## config.mk

```make
export PLATFORM = sky130hd
export DESIGN_NAME = eds_top
export DESIGN_NICKNAME = d
export VERILOG_FILES = /design/src/eds_pkg.sv /design/src/eds_decode.sv /design/src/eds_top.sv
export VERILOG_INCLUDE_DIRS = /design/src
export SDC_FILE = /design/constraint.sdc
export NUM_CORES = 1
export LEC_CHECK = 0
export BUFFER_PORTS_ARGS = -buffer_cell sky130_fd_sc_hd__buf_2
export CORE_UTILIZATION = 45
export CTS_CLUSTER_DIAMETER = 50
export DETAILED_ROUTE_END_ITERATION = 10
export PLACE_DENSITY_LB_ADDON = 0.08
export SLEW_MARGIN = 20
export SYNTH_ARGS = -nofsm -noshare
export SYNTH_HDL_FRONTEND = slang
export SYNTH_HIERARCHICAL = 1
export SYNTH_SLANG_ARGS = --single-unit
```

## constraint.sdc

```tcl
create_clock -name i_clk -period 4.1 [get_ports i_clk]
set_clock_uncertainty 0.15 [all_clocks]
set_input_delay 0.41 -clock i_clk [delete_from_list [all_inputs] [get_ports i_clk]]
set_output_delay 0.41 -clock i_clk [all_outputs]
set_load 0.02 [all_outputs]
```

## src/eds_map.svh

```systemverilog
// constants for the external data-space decoder: address bounds, control bit positions
// assumes inclusion by eds_pkg users; definitions only
// Function
// - both control bits clear: io strobe for 16384 to 16639
// - both clear: low ram strobe 16640-32767, high ram strobe 32768-65535
// - write enable set: program rom strobe replaces io/ram strobes from 16384 up
// - with low-page bit clear, only program locations 16384-65535 reachable; 0-16383 stay unreachable
// - low-page bit with write enable forces address bit 15 low
// - config 0x4800 and data write at 32768 writes program location zero
// - no interrupt or fault flag for dual external access; no vector 0x1c
// - cache loop fetches externally only on first pass; dual access once
// - dual external access sequenced: program side first, then data side
`ifndef EDS_MAP_SVH
`define EDS_MAP_SVH
// ==============================
// address bounds
`define EDS_INT_RAM_TOP 16'h0fff
`define EDS_EXT_BASE 16'h4000
`define EDS_IO_TOP 16'h40ff
`define EDS_LOW_RAM_TOP 16'h7fff
// ==============================
// configuration word fields
`define EDS_CFG_WE_BIT 11
`define EDS_CFG_LOWPG_BIT 14
`define EDS_CFG_RESET 16'h0000
`define EDS_ADDR_TOP_BIT 15
`endif

```

## src/eds_pkg.sv

```systemverilog
// types for the external data-space decoder
// assumes eds_map.svh constants alongside
package eds_pkg;
   // ==============================
   // decoded target of a data access
   typedef enum logic [4:0] {
      EDS_TGT_NONE = 5'h01,
      EDS_TGT_INT = 5'h02,
      EDS_TGT_IO = 5'h04,
      EDS_TGT_RAM = 5'h08,
      EDS_TGT_ROM = 5'h10
   } eds_tgt_t;
   // sequencer states, one-hot
   typedef enum logic [2:0] {
      EDS_ST_IDLE = 3'h1,
      EDS_ST_X = 3'h2,
      EDS_ST_Y = 3'h4
   } eds_state_t;
endpackage : eds_pkg

```

## src/eds_decode.sv

```systemverilog
// pure decode of one data-space address under the two control bits
// assumes a 16-bit data address and synchronous use by eds_top
`timescale 1ns/1ps
`include "eds_map.svh"
module eds_decode (
   input wire logic [15:0] i_addr,
   input wire logic i_we,
   input wire logic i_lowpg,
   output logic o_io,
   output logic o_low_ram,
   output logic o_high_ram,
   output logic o_rom,
   output logic o_int,
   output logic [15:0] o_bus_addr
);
   // ==============================
   // region decode
   always_comb begin
      o_io = 1'b0;
      o_low_ram = 1'b0;
      o_high_ram = 1'b0;
      o_rom = 1'b0;
      o_int = (i_addr <= `EDS_INT_RAM_TOP);
      o_bus_addr = i_addr;
      if (i_addr >= `EDS_EXT_BASE) begin
         if (i_we) begin
            o_rom = 1'b1;
            // top bit grounded so 0x8000 lands on program word zero
            if (i_lowpg) begin
               o_bus_addr[`EDS_ADDR_TOP_BIT] = 1'b0;
            end
         end else if (i_addr <= `EDS_IO_TOP) begin
            o_io = 1'b1;
         end else if (i_addr <= `EDS_LOW_RAM_TOP) begin
            o_low_ram = 1'b1;
         end else begin
            o_high_ram = 1'b1;
         end
      end
   end
endmodule : eds_decode

```

## src/eds_top.sv

```systemverilog
// external memory interface: data-space decode plus x/y access sequencer
// one instruction's program fetch and data access share the single bus
// assumes core presents one request per instruction, held until o_done
// assumes all inputs synchronous to i_clk; config arrives as a plain port write
`timescale 1ns/1ps
`include "eds_map.svh"
module eds_top (
   // clock and reset
   input wire logic i_clk,
   input wire logic i_rst_n,
   // configuration word
   input wire logic i_cfg_wr,
   input wire logic [15:0] i_cfg_data,
   // request from the core, one per instruction
   input wire logic i_req,
   input wire logic i_x_ext,
   input wire logic [15:0] i_x_addr,
   input wire logic i_y_ext,
   input wire logic [15:0] i_y_addr,
   input wire logic i_y_write,
   input wire logic i_from_cache,
   // handshake back to the core
   output logic o_done,
   // external bus side
   output logic [15:0] o_addr,
   output logic o_rd_wr_n,
   output logic o_io,
   output logic o_low_ram,
   output logic o_high_ram,
   output logic o_prog_rom,
   // configuration echo
   output logic o_prog_write_enable,
   output logic o_low_page_prog_write
);
   import eds_pkg::*;

   // ==============================
   // configuration state
   logic we_reg;
   logic we_next;
   logic lowpg_reg;
   logic lowpg_next;
   // sequencer state
   eds_state_t st_reg;
   eds_state_t st_next;
   logic done_reg;
   logic done_next;
   // bus drive state
   logic [15:0] addr_reg;
   logic [15:0] addr_next;
   logic rw_reg;
   logic rw_next;
   logic io_reg;
   logic io_next;
   logic lr_reg;
   logic lr_next;
   logic hr_reg;
   logic hr_next;
   logic rom_reg;
   logic rom_next;
   // decoded data-side target, combinational
   logic d_io;
   logic d_lr;
   logic d_hr;
   logic d_rom;
   logic d_int;
   logic [15:0] d_addr;

   // ==============================
   // reset image of the configuration word
   localparam logic [15:0] cfg_rst_word = `EDS_CFG_RESET;

   // ==============================
   // helpers
   // program fetch goes out unless the cache already holds the word
   function automatic logic x_on_bus(input logic x_ext, input logic cached);
      return x_ext && !cached;
   endfunction : x_on_bus

   // data step goes out only above internal ram; below it stays on chip
   function automatic logic y_on_bus(input logic y_ext, input logic is_int);
      return y_ext && !is_int;
   endfunction : y_on_bus

   // ==============================
   // data-side decode
   eds_decode u_dec (
      .i_addr(i_y_addr),
      .i_we(we_reg),
      .i_lowpg(lowpg_reg),
      .o_io(d_io),
      .o_low_ram(d_lr),
      .o_high_ram(d_hr),
      .o_rom(d_rom),
      .o_int(d_int),
      .o_bus_addr(d_addr)
   );

   // ==============================
   // configuration bits
   always_comb begin
      we_next = we_reg;
      lowpg_next = lowpg_reg;
      if (i_cfg_wr) begin
         we_next = i_cfg_data[`EDS_CFG_WE_BIT];
         lowpg_next = i_cfg_data[`EDS_CFG_LOWPG_BIT];
      end
   end
   always_ff @(posedge i_clk) begin
      if (!i_rst_n) begin
         we_reg <= cfg_rst_word[`EDS_CFG_WE_BIT];
         lowpg_reg <= cfg_rst_word[`EDS_CFG_LOWPG_BIT];
      end else begin
         we_reg <= we_next;
         lowpg_reg <= lowpg_next;
      end
   end

   // ==============================
   // sequencer: program side first, data side second
   // no fault or interrupt output exists for the dual case by design
   always_comb begin
      st_next = st_reg;
      done_next = 1'b0;
      case (st_reg)
         // done_reg keeps a still-held request from being taken twice
         EDS_ST_IDLE: begin
            if (i_req && !done_reg) begin
               // cached instructions skip the external fetch after pass one
               if (x_on_bus(i_x_ext, i_from_cache)) begin
                  st_next = EDS_ST_X;
               end else if (y_on_bus(i_y_ext, d_int)) begin
                  st_next = EDS_ST_Y;
               end else begin
                  done_next = 1'b1;
               end
            end
         end
         // fetch is on the bus now; the data step waits its turn
         EDS_ST_X: begin
            if (y_on_bus(i_y_ext, d_int)) begin
               st_next = EDS_ST_Y;
            end else begin
               st_next = EDS_ST_IDLE;
               done_next = 1'b1;
            end
         end
         EDS_ST_Y: begin
            st_next = EDS_ST_IDLE;
            done_next = 1'b1;
         end
         default: begin
            st_next = EDS_ST_IDLE;
         end
      endcase
   end
   always_ff @(posedge i_clk) begin
      if (!i_rst_n) begin
         st_reg <= EDS_ST_IDLE;
         done_reg <= 1'b0;
      end else begin
         st_reg <= st_next;
         done_reg <= done_next;
      end
   end

   // ==============================
   // bus drive: strobes follow the state being entered, one cycle each
   // keyed on st_next so strobe and state change on the same edge
   always_comb begin
      addr_next = addr_reg;
      rw_next = 1'b1;
      io_next = 1'b0;
      lr_next = 1'b0;
      hr_next = 1'b0;
      rom_next = 1'b0;
      case (st_next)
         // program-side fetch is always a read of program memory
         EDS_ST_X: begin
            addr_next = i_x_addr;
            rom_next = 1'b1;
         end
         // data step uses the decode under the current config bits
         EDS_ST_Y: begin
            addr_next = d_addr;
            rw_next = ~i_y_write;
            io_next = d_io;
            lr_next = d_lr;
            hr_next = d_hr;
            rom_next = d_rom;
         end
         default: begin
            addr_next = addr_reg;
         end
      endcase
   end
   always_ff @(posedge i_clk) begin
      if (!i_rst_n) begin
         addr_reg <= 16'h0000;
         rw_reg <= 1'b1;
         io_reg <= 1'b0;
         lr_reg <= 1'b0;
         hr_reg <= 1'b0;
         rom_reg <= 1'b0;
      end else begin
         addr_reg <= addr_next;
         rw_reg <= rw_next;
         io_reg <= io_next;
         lr_reg <= lr_next;
         hr_reg <= hr_next;
         rom_reg <= rom_next;
      end
   end

   // ==============================
   // registered outputs, no logic between flop and pin
   // handshake
   assign o_done = done_reg;
   // bus side
   assign o_addr = addr_reg;
   assign o_rd_wr_n = rw_reg;
   assign o_io = io_reg;
   assign o_low_ram = lr_reg;
   assign o_high_ram = hr_reg;
   assign o_prog_rom = rom_reg;
   // configuration echo
   assign o_prog_write_enable = we_reg;
   assign o_low_page_prog_write = lowpg_reg;
endmodule : eds_top

```

==> results.json <==
{
  "min_period_ns": 2.03,
  "dr.pass1.iters": 4,
  "slew-limit-headroom_pct": 59.2,
  "antenna_found_initial": 0,
  "timing.final.ws_setup_ns": 2.07,
  "gr-total-overflow": 0,
  "synthCells": 123,
  "dp_hpwl_um": 1980,
  "cts.repair.resized": 0,
  "clock_latency_ns": 0.32,
  "async_flop_share_pct": 0,
  "dp_cells": 197,
  "portBuffers": 65,
  "cellPowerDensity_mw_per_mm2": 343,
  "placementRows": 18,
  "cp-start-kind": "primary input",
  "rsz0062_at_grt": "no",
  "tritoncts": "yes",
  "finalCritPeriodShare_pct": 49.4,
  "fin_nets": 228,
  "dieWidth_um": 55.3,
  "p_leak_uw": 0.000736,
  "vias_per_cell": 5.47,
  "yosysSeqAreaShare_pct": 42.3,
  "hp-start": "i_y_write",
  "fin_tns_setup_ns": 0,
  "outcome": "finished, final reports clean",
  "grt_max_degree": 23,
  "largest_reg_flops": 16,
  "setup_viol": 0,
  "cts_buffers": 3,
  "synth_area_mm2": 0.00128,
  "cts-root-buf": "clkbuf_4",
  "drc": 0,
  "io_pins": 80,
  "clkTransAtPathRegs_ns": 0.15,
  "cap_viol_max_count": 0,
  "whs_path_depth": 2,
  "worstMarginPinSlew_ns": 0.610,
  "crit-reg2reg-launch": "st_reg[1]$_SDFF_PN0_",
  "pre_cts_ws_ns": 1.72,
  "clock_sinks": 27,
  "yosysUniqueCellTypes": 31,
  "synth_nets": 179,
  "vias": 1099,
  "htreeDepth": 1,
  "synth-edff-count": 0,
  "multi_input_area_um2": 581,
  "cp.required_ns": 4.18,
  "grt_pass1_vias": 1008,
  "area_growth_pct": 18.8,
  "min_to": "o_rd_wr_n$_SDFF_PN1_",
  "grt_usage_pct": 18.1,
  "fillers": 235,
  "detail-route-antenna-nets": 0,
  "reg2reg_slack_ns": 2.17,
  "post_cts_buffers": 0,
  "synthTopCellsByArea": "dfxtp_1, o21a_1, buf_4, o221a_1, o221a_2",
  "worstPathArrival_ns": 2.11,
  "postCtsHoldBufs": 0,
  "syn_area_per_cell_um2": 10.4,
  "path_class": "primary input to register",
  "hold_class": "primary input to register",
  "drt_wl_total_um": 2720,
  "routedWlPerCell_um": 13.5,
  "initial_core_util_pct": 49.4,
  "drt_iter0_markers": 17,
  "core_mm2": 0.00259,
  "gp_congestion": 0.904,
  "hold_viol": 0,
  "ys.warnings.count": 6,
  "worstSetupEndpointType": "register",
  "fin_cells": 201,
  "reg2reg_depth": 4,
  "grt_pass1_wl_um": 4480,
  "clock.fmax_mhz": 494,
  "ir_drop_v": 0.000236,
  "synth_area_leader_cell": "dfxtp_1",
  "critPathMaxFanout": 17,
  "ff_latch_area_um2": 541,
  "die_h_um": 55.3,
  "layout-drive-gt1-share_pct": 47.4,
  "synth_top_cell_area_share_pct": 42.3,
  "ys.flop_type": "dfxtp_1",
  "worstReg2RegEnd": "o_addr[14]$_SDFFE_PN0P_",
  "cts_buffer_depth": 2,
  "dieArea_mm2": 0.00306,
  "ys_ff_latch": 27,
  "diodes": 0,
  "maxSlewViolCount": 0
}
==> routing by layer <==
metal  global-route usage, %  routed length [um]  share of wire (%)
met5                       0                   0                  0
met4                    6.07                  15               0.55
met1                    23.9                1240                 46
met2                    29.1                1270                 47
met3                    4.22                 189                7.0
==> cell usage after synthesis (all sizes together) (3+ instances only) <==
master	count
a21oi	3
and3	3
buf	17
clkbuf	4
dfxtp	27
nand2	5
nor2	6
nor2b	5
o21a	16
o221a	15
==> cell type report <==
cell class	count	area share, %
clock inverter	1	0.329
sequential	27	35.6
timing repair buffer	65	21.4
clock buffer	3	1.48
inverter	2	0.494
tap	30	2.47
multi-input combinational	73	38.2
==> cells in the final DEF (no fill, tap or decap), types with 2 or more instances in the layout <==
| cell | netlist | layout |
|---|---|---|
| nor2_1 | 6 | 6 |
| o221a_1 | 9 | 9 |
| a21oi_1 | 3 | 3 |
| nor2b_1 | 5 | 5 |
| buf_2 | 0 | 65 |
| and3_1 | 3 | 3 |
| clkbuf_4 | 0 | 3 |
| o21a_1 | 16 | 16 |
| nand2_1 | 5 | 5 |
| mux2i_1 | 2 | 2 |
| o221a_2 | 6 | 6 |
| dfxtp_1 | 27 | 27 |
| inv_1 | 2 | 2 |
| nor4_1 | 2 | 2 |
==> through the flow <==
stage	area (um^2)	hold slack (ns)	power, uW	util, %
floorplan	1280	0.332	378	-
global placement	1490	0.349	411	57.6
detailed placement	1490	0.354	413	57.6
CTS	1520	0.0855	529	58.6
global route	1520	0.0933	549	58.6
finish	1520	0.0997	521	58.6
==> kinds of logic (layout without fill, tap and decap cells) <==
kind of cell / after synthesis / in the layout / synth area share [%]
and+or+nand+nor: 31 / 31 / 15.9
muxes: 2 / 2 / 1.57
AOI/OAI and AO/OA: 40 / 40 / 28.0
DFF: 27 / 27 / 42.3
buffers and inverters: 23 / 71 / 12.3
==> worst max-delay path, cell delays in order <==
cell and delay, ns:
buf_2 0.13, nor4_1 0.39, nor2b_1 0.14, o211ai_1 0.23
nand2_1 0.41, o221a_2 0.39
==> worst max path at each step <==
stage | endpoint | cells past startpoint | from
after global placement | o_addr[10]$_SDFFE_PN0P_ | 6 | i_y_addr[12]
after detailed placement | o_addr[0]$_SDFFE_PN0P_ | 6 | i_y_addr[12]
after global routing | o_addr[10]$_SDFFE_PN0P_ | 6 | i_y_addr[12]
final | o_addr[14]$_SDFFE_PN0P_ | 6 | i_y_addr[12]
after CTS | o_addr[10]$_SDFFE_PN0P_ | 6 | i_y_addr[12]
after floorplan | o_addr[1]$_SDFFE_PN0P_ | 6 | o_done$_SDFF_PN0_
==> report_power, final <==
part | switching (uW) | total, uW | internal (uW)
Sequential | 9.71 | 291 | 281
Combinational | 62.2 | 116 | 53.8
Clock | 78.0 | 115 | 36.5
No activity file was read; power rests on OpenSTA's default activity.
